## config.mk

```make
export PLATFORM = sky130hd
export DESIGN_NAME = charge_cycle_sequencer
export DESIGN_NICKNAME = d
export VERILOG_FILES = /design/src/charge_seq_pkg.sv /design/src/flag_sync.sv /design/src/charge_cycle_sequencer.sv
export SDC_FILE = /design/constraint.sdc
export NUM_CORES = 1
export LEC_CHECK = 0
export BUFFER_PORTS_ARGS = -buffer_cell sky130_fd_sc_hd__buf_2
export CELL_PAD_IN_SITES_DETAIL_PLACEMENT = 1
export CELL_PAD_IN_SITES_GLOBAL_PLACEMENT = 1
export CORE_UTILIZATION = 48
export CTS_BUF_LIST = sky130_fd_sc_hd__clkbuf_8 sky130_fd_sc_hd__clkbuf_16
export DETAILED_ROUTE_END_ITERATION = 12
export PLACE_DENSITY = 0.89
export SYNTH_ARGS = -nofsm -noshare
export SYNTH_HDL_FRONTEND = slang
export SYNTH_SLANG_ARGS = --single-unit
```

## constraint.sdc

```tcl
create_clock -name clk_sys_i -period 14.6 [get_ports clk_sys_i]
set_clock_uncertainty 0.15 [all_clocks]
set_input_delay 1.46 -clock clk_sys_i [delete_from_list [all_inputs] [get_ports clk_sys_i]]
set_output_delay 1.46 -clock clk_sys_i [all_outputs]
set_load 0.005 [all_outputs]
```

## src/charge_seq_pkg.sv

```systemverilog
package charge_seq_pkg;

    // ========================================================
    // timing
    // ========================================================
    localparam int unsigned CLK_HZ          = 40_000_000;
    localparam int unsigned TERM_FILTER_US  = 1000;
    localparam int unsigned TERM_FILTER_CYC =
        (CLK_HZ / 1_000_000) * TERM_FILTER_US;
    localparam int unsigned SAFETY_HOURS    = 4;
    localparam int unsigned SYNC_STAGES     = 2;

    // ========================================================
    // charge current command
    // ========================================================
    localparam logic [1:0] CUR_OFF   = 2'h0;
    localparam logic [1:0] CUR_TENTH = 2'h1;
    localparam logic [1:0] CUR_FULL  = 2'h2;

    // ========================================================
    // APB register map (byte addresses)
    // ========================================================
    localparam logic [7:0] ADDR_CTRL   = 8'h00;
    localparam logic [7:0] ADDR_STATUS = 8'h04;
    localparam logic [7:0] ADDR_TIMER  = 8'h08;
    localparam int unsigned CTRL_TIMER_DIS_BIT = 0;
    localparam int unsigned CTRL_CHG_DIS_BIT   = 1;
    localparam logic [1:0] CTRL_RESET  = 2'h0;

    // ========================================================
    // states
    // ========================================================
    typedef enum logic [7:0] {
        ST_SHUTDOWN = 8'h01,
        ST_PRECOND  = 8'h02,
        ST_CC       = 8'h04,
        ST_CV       = 8'h08,
        ST_COMPLETE = 8'h10,
        ST_FAULT    = 8'h20,
        ST_STANDBY  = 8'h40,
        ST_QUALIFY  = 8'h80
    } state_type;

endpackage : charge_seq_pkg

```

## src/flag_sync.sv

```systemverilog
`timescale 1ns/1ps
`default_nettype none
module flag_sync
    import charge_seq_pkg::*;
#(
    parameter int unsigned WIDTH = 10
)
(
    input  wire logic             clk_sys_i,
    input  wire logic             rst_n_i,
    input  wire logic [WIDTH-1:0] async_i,
    output logic      [WIDTH-1:0] sync_o
);
    logic [WIDTH-1:0] meta_q;
    logic [WIDTH-1:0] sync_q;

    initial
    begin
        if (WIDTH < 1) $error("flag_sync: WIDTH must be at least 1");
    end

    // first stage feeds only the second
    always_ff @(posedge clk_sys_i or negedge rst_n_i)
    begin
        if (!rst_n_i)
        begin
            meta_q <= '0;
            sync_q <= '0;
        end
        else
        begin
            meta_q <= async_i;
            sync_q <= meta_q;
        end
    end

    assign sync_o = sync_q;
endmodule : flag_sync
`default_nettype wire

```

## src/charge_cycle_sequencer.sv

```systemverilog
// Contract
// - low battery at cycle start selects preconditioning
// - preconditioning commands one tenth of fast charge current
// - battery above precondition threshold moves to constant current
// - constant current commands full programmed fast charge current
// - stay in constant current until regulation voltage reached, then CV
// - safety timer cleared on every entry to constant current
// - timer expiry before regulation voltage flags timer fault, ends cycle
// - timer fault held until battery-present goes false
// - after removal clears fault, standby until battery present again
// - terminate in CV only after termination flag holds full filter time
// - timer expiry also terminates; period is build option, can disable
// - on termination current command latched off, enter complete
// - in complete, below recharge threshold starts new cycle
// - die over-temperature suspends charging until hysteresis flag clears
// - thermistor out of window stops charge and freezes timer
// - input droop flag requests reduced charge current
// - input current limit flag requests reduced charge current only
// - system current is never limited by this logic
// - without input present, system runs from battery
// - status encoding: charging L/Z, complete Z/L, fault L/L
// - timer_on_low low enables safety timer, high disables it
// - charge enable low disables charger, high enables it
// - shutdown until lockout passed and input above battery
`timescale 1ns/1ps
`default_nettype none
module charge_cycle_sequencer
    import charge_seq_pkg::*;
#(
    parameter int unsigned FILTER_CYCLES = TERM_FILTER_CYC,
    parameter longint unsigned TIMER_CYCLES =
        longint'(CLK_HZ) * 64'd3600 * longint'(SAFETY_HOURS),
    parameter int unsigned TIMER_W = 40
)
(
    input  wire logic        clk_sys_i,
    input  wire logic        reset_n_i,
    input  wire logic        bat_below_precond_i,
    input  wire logic        bat_at_vreg_i,
    input  wire logic        bat_below_recharge_i,
    input  wire logic        term_current_low_i,
    input  wire logic        die_over_temp_i,
    input  wire logic        die_cooled_i,
    input  wire logic        battery_thermistor_sense_out_of_window_i,
    input  wire logic        input_droop_throttle_i,
    input  wire logic        input_current_throttle_i,
    input  wire logic        input_ok_i,
    input  wire logic        battery_present_i,
    input  wire logic        timer_on_low_i,
    input  wire logic        charge_enable_i,
    input  wire logic        psel,
    input  wire logic        penable,
    input  wire logic        pwrite,
    input  wire logic [7:0]  paddr,
    input  wire logic [31:0] pwdata,
    output logic      [31:0] prdata,
    output logic             pready,
    output logic             pslverr,
    output logic      [1:0]  charge_current_cmd_o,
    output logic             current_reduce_o,
    output logic             system_from_battery_o,
    output logic             status_out_a_o,
    output logic             status_out_a_oe_o,
    output logic             status_out_b_o,
    output logic             status_out_b_oe_o
);

    initial
    begin
        if (FILTER_CYCLES < 1) $error("FILTER_CYCLES must be at least 1");
        if (TIMER_W < 32 || TIMER_W > 63) $error("TIMER_W must be 32 to 63");
        if (TIMER_CYCLES < 1 || TIMER_CYCLES >= (64'd1 << TIMER_W))
            $error("TIMER_CYCLES does not fit TIMER_W");
    end

    // ========================================================
    // reset release and flag synchronisation
    // ========================================================
    logic [1:0] rst_pipe_q;
    logic       rst_n;

    always_ff @(posedge clk_sys_i or negedge reset_n_i)
    begin
        if (!reset_n_i)
            rst_pipe_q <= 2'h0;
        else
            rst_pipe_q <= {rst_pipe_q[0], 1'b1};
    end
    assign rst_n = rst_pipe_q[1];

    logic [12:0] raw_flags;
    logic [12:0] flags;
    assign raw_flags = {bat_below_precond_i, bat_at_vreg_i,
                        bat_below_recharge_i, term_current_low_i,
                        die_over_temp_i, die_cooled_i, battery_thermistor_sense_out_of_window_i,
                        input_droop_throttle_i, input_current_throttle_i,
                        input_ok_i, battery_present_i, timer_on_low_i,
                        charge_enable_i};

    flag_sync #(.WIDTH(13)) flag_sync_i (
        .clk_sys_i (clk_sys_i),
        .rst_n_i   (rst_n),
        .async_i   (raw_flags),
        .sync_o    (flags)
    );

    logic low_bat, at_vreg, below_rech, term_low, die_hot, die_cool;
    logic battery_thermistor_sense_bad, droop, ilimit, in_ok, bat_ok, timer_on_low, chg_en;
    assign {low_bat, at_vreg, below_rech, term_low, die_hot, die_cool,
            battery_thermistor_sense_bad, droop, ilimit, in_ok, bat_ok, timer_on_low,
            chg_en} = flags;

    // ========================================================
    // registers
    // ========================================================
    logic [1:0] ctrl_q;
    logic       timer_en;
    logic       charger_en;
    assign timer_en   = !timer_on_low && !ctrl_q[CTRL_TIMER_DIS_BIT];
    assign charger_en = chg_en && !ctrl_q[CTRL_CHG_DIS_BIT];

    // ========================================================
    // thermal suspend
    // ========================================================
    logic die_susp_q;
    always_ff @(posedge clk_sys_i or negedge rst_n)
    begin
        if (!rst_n)
            die_susp_q <= 1'b0;
        else if (die_hot)
            die_susp_q <= 1'b1;
        else if (die_cool)
            die_susp_q <= 1'b0;
    end

    logic suspend;
    assign suspend = die_susp_q || battery_thermistor_sense_bad;

    // ========================================================
    // state machine
    // ========================================================
    state_type state_q, state_d;
    logic [TIMER_W-1:0] timer_q;
    logic [31:0]        filt_q;
    logic               timer_exp;
    logic               term_done;
    logic               charging;

    assign timer_exp = timer_en && (timer_q >= TIMER_W'(TIMER_CYCLES));
    assign term_done = (filt_q >= FILTER_CYCLES);
    assign charging  = (state_q == ST_PRECOND) || (state_q == ST_CC) ||
                       (state_q == ST_CV);

    always_comb
    begin
        state_d = state_q;
        case (state_q)
            ST_SHUTDOWN:
                if (in_ok && charger_en)
                    state_d = ST_QUALIFY;
            ST_QUALIFY:
                if (bat_ok)
                    state_d = low_bat ? ST_PRECOND : ST_CC;
            ST_PRECOND:
                if (timer_exp)
                    state_d = ST_FAULT;
                else if (!low_bat && !suspend)
                    state_d = ST_CC;
            ST_CC:
                if (timer_exp)
                    state_d = ST_FAULT;
                else if (at_vreg)
                    state_d = ST_CV;
            ST_CV:
                if (term_done || timer_exp)
                    state_d = ST_COMPLETE;
            ST_COMPLETE:
                if (below_rech)
                    state_d = ST_QUALIFY;
            ST_FAULT:
                if (!bat_ok)
                    state_d = ST_STANDBY;
            ST_STANDBY:
                if (bat_ok)
                    state_d = ST_QUALIFY;
            default:
                state_d = ST_SHUTDOWN;
        endcase
        if (!in_ok || !charger_en)
            state_d = ST_SHUTDOWN;
    end

    always_ff @(posedge clk_sys_i or negedge rst_n)
    begin
        if (!rst_n)
            state_q <= ST_SHUTDOWN;
        else
            state_q <= state_d;
    end

    // ========================================================
    // safety timer
    // ========================================================
    always_ff @(posedge clk_sys_i or negedge rst_n)
    begin
        if (!rst_n)
            timer_q <= '0;
        else if (state_d == ST_CC && state_q != ST_CC)
            timer_q <= '0;
        else if (state_q == ST_QUALIFY)
            timer_q <= '0;
        else if (charging && timer_en && !suspend && !timer_exp)
            timer_q <= timer_q + TIMER_W'(1);
    end

    // ========================================================
    // termination filter
    // ========================================================
    // any gap restarts the count so load transients shorter than FILTER_CYCLES never end a cycle
    always_ff @(posedge clk_sys_i or negedge rst_n)
    begin
        if (!rst_n)
            filt_q <= '0;
        else if (state_q != ST_CV || !term_low || suspend)
            filt_q <= '0;
        else if (!term_done)
            filt_q <= filt_q + 32'h1;
    end

    // ========================================================
    // outputs
    // ========================================================
    logic [1:0] cur_q;
    logic       reduce_q;
    logic       a_on_q, b_on_q, from_bat_q;

    always_ff @(posedge clk_sys_i or negedge rst_n)
    begin
        if (!rst_n)
            cur_q <= CUR_OFF;
        else if (suspend || state_d == ST_COMPLETE)
            cur_q <= CUR_OFF;
        else if (state_d == ST_PRECOND)
            cur_q <= CUR_TENTH;
        else if (state_d == ST_CC || state_d == ST_CV)
            cur_q <= CUR_FULL;
        else
            cur_q <= CUR_OFF;
    end

    // only charge current is throttled; system path is untouched
    always_ff @(posedge clk_sys_i or negedge rst_n)
    begin
        if (!rst_n)
            reduce_q <= 1'b0;
        else
            reduce_q <= droop || ilimit;
    end

    always_ff @(posedge clk_sys_i or negedge rst_n)
    begin
        if (!rst_n)
            from_bat_q <= 1'b1;
        else
            from_bat_q <= !in_ok;
    end

    always_ff @(posedge clk_sys_i or negedge rst_n)
    begin
        if (!rst_n)
        begin
            a_on_q <= 1'b0;
            b_on_q <= 1'b0;
        end
        else
        begin
            a_on_q <= (state_d inside {ST_PRECOND, ST_CC, ST_CV, ST_FAULT})
                      || (battery_thermistor_sense_bad && state_d != ST_SHUTDOWN);
            b_on_q <= (state_d inside {ST_COMPLETE, ST_FAULT})
                      || (battery_thermistor_sense_bad && state_d != ST_SHUTDOWN);
        end
    end

    assign charge_current_cmd_o  = cur_q;
    assign current_reduce_o      = reduce_q;
    assign system_from_battery_o = from_bat_q;
    assign status_out_a_o        = 1'b0;
    assign status_out_a_oe_o     = a_on_q;
    assign status_out_b_o        = 1'b0;
    assign status_out_b_oe_o     = b_on_q;

    // ========================================================
    // APB slave, zero wait states
    // ========================================================
    logic acc;
    assign acc     = psel && penable;
    assign pready  = 1'b1;
    assign pslverr = acc && !(paddr == ADDR_CTRL || paddr == ADDR_STATUS ||
                              paddr == ADDR_TIMER);

    always_ff @(posedge clk_sys_i or negedge rst_n)
    begin
        if (!rst_n)
            ctrl_q <= CTRL_RESET;
        else if (acc && pwrite && paddr == ADDR_CTRL)
            ctrl_q <= pwdata[1:0];
    end

    always_ff @(posedge clk_sys_i or negedge rst_n)
    begin
        if (!rst_n)
            prdata <= 32'h0;
        else if (psel && !penable && !pwrite)
        begin
            case (paddr)
                ADDR_CTRL:   prdata <= {30'h0, ctrl_q};
                ADDR_STATUS: prdata <= {22'h0, timer_en, charger_en,
                                        state_q};
                ADDR_TIMER:  prdata <= timer_q[31:0];
                default:     prdata <= 32'h0;
            endcase
        end
    end
endmodule : charge_cycle_sequencer
`default_nettype wire

```

==> flow_metrics.tcl <==
set metrics [dict create \
    outcome "finished, final reports clean" \
    hpwl_um 11100 \
    fp.coreArea_um2 13500 \
    path_clk_slew_ps 60 \
    cts_max_level 4 \
    clock_latency_ps 440 \
    synth_sequential_area_ratio_pct 55.6 \
    synth_mux_area_share_pct 0.951 \
    ant_nets 0 \
    hold_class "flip-flop to flip-flop" \
    fp.dieArea_um2 14500 \
    synthSimpleGateAreaFrac_pct 20.1 \
    worstSetupEndpointType "primary output" \
    diodes 0 \
    cp-start-kind "input pin" \
    place.gp.congestion 0.813 \
    ys.flop_type "dfrtp_1" \
    crit_type "input pin to primary output" \
    synth_xor_xnor_area_share_pct 5.22 \
    drv_cap 0 \
    worst_slack_ps 10260 \
    cellPowerDensity_nw_per_um2 122 \
    fin_crit_ps 4340 \
    slew_violations 0 \
    ys_ff_latch 149 \
    syn_to_final_growth_pct 16.8 \
    drive_gt1_share_pct 18.5 \
    hold_viol 0 \
    rsz0062_at_grt "false" \
    syn_area_per_cell_um2 10.7 \
    fin_tns_setup_ps 0 \
    root_buffer "clkbuf_16" \
    required_ps 12990 \
    synth-edff-count 0 \
    leakage_nw 3.61 \
    wirelength_um 16900 \
    wl_per_cell_um 19.3 \
    crit_fanout 12 \
    vias 5178 \
    worst_pin_slew_ps 1020 \
    drtIter0Drc 373 \
    worst_hold_slack_ps 197 \
    drtPass1Iterations 4 \
    ys_types 64 \
    synth_top_family_by_area "simple AND/OR/NAND/NOR gates" \
    period_share_pct 29.7 \
    grt_pass1_vias 5563 \
    grt_max_degree 77 \
    async_flop_share_pct 100 \
    arrival_ps 2730 \
    peakVddDrop_mv 0.0791 \
    cts_resized 0 \
    grt.overflow.total 0 \
    numPortBuffers 66 \
    synth_compound_area_share_pct 14.0 \
    clock_path_buffers 2 \
    hold_buffers 0 \
    io_pins 100 \
    nets 746 \
    multi_input_area_um2 2780 \
    dp_slack_ps 10300 \
    start_util_pct 49.9 \
    synth_area_um2 6710 \
    synth_fa_ha_area_share_pct 0.746 \
    regArea_um2 3730 \
    cts_buffers 17 \
    utilization_pct 58.2 \
    relSlewSlack_pct 31.8 \
    synth_cells 629 \
    fill_cells 1468 \
    die_x_um 120 \
    yosys_warnings 0 \
    cts.sinks 149 \
    cts_tree "done" \
    max_clock_freq_mhz 230 \
    vias_per_cell 5.93 \
    cts_setup_buffers 0 \
    drcViolationCount 0 \
    grt.total_usage_pct 25.7 \
    antenna_found_initial 0 \
    row_count 42 \
    die_y_um 120 \
    setup_viol 0 \
    grt_pass1_wl_um 28800 \
]
cells in the mapped netlist, drive strengths merged (14+ instances only):
cell / n / area [um^2]
o21ai: 19 / 98.8
nand2: 32 / 120
xor2: 25 / 219
a21oi: 26 / 149
a22o: 23 / 201
dfrtp: 147 / 3680
and3: 18 / 113
nand3: 19 / 95.1
nor4: 16 / 121
xnor2: 15 / 131
nor2: 66 / 248
clkbuf: 27 / 103
inv: 14 / 52.6
and2: 21 / 131
cell usage in the layout (no fill, tap or decap), types with 3 or more instances in the layout:
| cell | n |
|---|---|
| o21ai_0 | 15 |
| a22oi_1 | 8 |
| nand4_1 | 13 |
| a21oi_2 | 5 |
| nand3_1 | 19 |
| a21oi_1 | 21 |
| nor2b_1 | 6 |
| o211ai_1 | 11 |
| xor2_1 | 25 |
| inv_1 | 14 |
| mux2_2 | 3 |
| o21ai_1 | 3 |
| o31ai_1 | 12 |
| or3_1 | 13 |
| buf_2 | 66 |
| mux2i_1 | 3 |
| and2_1 | 21 |
| nor3_1 | 13 |
| nor2_1 | 66 |
| clkinv_2 | 3 |
| ha_1 | 4 |
| nor4_1 | 14 |
| bufinv_16 | 6 |
| buf_4 | 5 |
| or2_2 | 5 |
| xnor2_1 | 15 |
| clkbuf_16 | 17 |
| nand4b_1 | 3 |
| and3_1 | 18 |
| o21bai_1 | 3 |
| nand2_1 | 32 |
| a22o_1 | 23 |
| conb_1 | 4 |
| and4_1 | 6 |
| dfrtp_1 | 146 |
| o2111ai_1 | 9 |
| or4_1 | 3 |
power by group:
group	switching (mW)	leakage (nW)	internal, mW
clock	0.174	0.329	0.329
combinational	0.0141	1.29	0.00741
sequential	0.00838	2.00	0.420
total	0.197	3.61	0.756
stage by stage:
stage	cell area (um^2)	total power, mW	cells
after CTS	7830	0.959	873
after global placement	7150	0.455	841
after detailed placement	7150	0.457	841
after global routing	7830	0.981	873
final	7830	0.952	873
after floorplan	6720	0.446	631
final timing paths:
path                            cells after the start                               end  slack, ps                              from
min in group asynchronous                           0            filt_q[23]$_DFFE_PN0P_        340           rst_pipe_q[1]$_DFF_PN0_
max in group asynchronous                           1             prdata[1]$_DFFE_PN0P_      12480           rst_pipe_q[1]$_DFF_PN0_
worst max register to register                      6           timer_q[21]$_DFFE_PN0P_      11160              state_q[6]$_DFF_PN0_
worst max-delay path                                6                           pslverr      10260                          paddr[5]
worst min-delay path                                0  flag_sync_i.sync_o[10]$_DFF_PN0_        200  flag_sync_i.meta_q[10]$_DFF_PN0_
worst min register to register                      0  flag_sync_i.sync_o[10]$_DFF_PN0_        200  flag_sync_i.meta_q[10]$_DFF_PN0_
worst max-delay path, stage by stage:
cell and delay (ps):
buf_2 100, nor4_1 390, nand2_1 370, a21oi_1 230, nor2_1 50, buf_2 130
per-layer routing:
layer / wire length [um] / vias to the layer above / GRT usage (%)
li1: - / 2367 / -
met1: 7170 / 2620 / 32.3
met2: 8600 / 147 / 43.2
met3: 689 / 44 / 5.61
met4: 411 / 0 / 10.6
met5: 0 / - / 0
sequential cells by signal (all words and copies together), names as in the netlist:
signal                 flops
flag_sync_i.meta_q        13
timer_q                   40
current_reduce_o           1
ctrl_q                     2
die_susp_q                 1
system_from_battery_o      1
prdata                    32
flag_sync_i.sync_o        13
charge_current_cmd_o       2
state_q                    8
status_out_b_oe_o          1
rst_pipe_q                 2
filt_q                    32
status_out_a_oe_o          1
final cells by class:
type	count	area share, %
well taps	176	2.81
multi-input cells	431	35.5
repair buffers	71	4.70
clock buffers	19	5.78
flip-flops and latches	149	47.7
clock inverters	13	2.91
inverters	14	0.671
logic make-up (layout without fill, tap and decap cells):
family	count (synthesis)	count (layout)
xor+xnor	40	40
compound gates	129	129
simple gates	248	248
buf+inv	51	117
mux	6	6
flops	149	149
fa+ha+maj	4	4
other cells	2	4
Note: power is estimated with default switching activity, not from simulation.
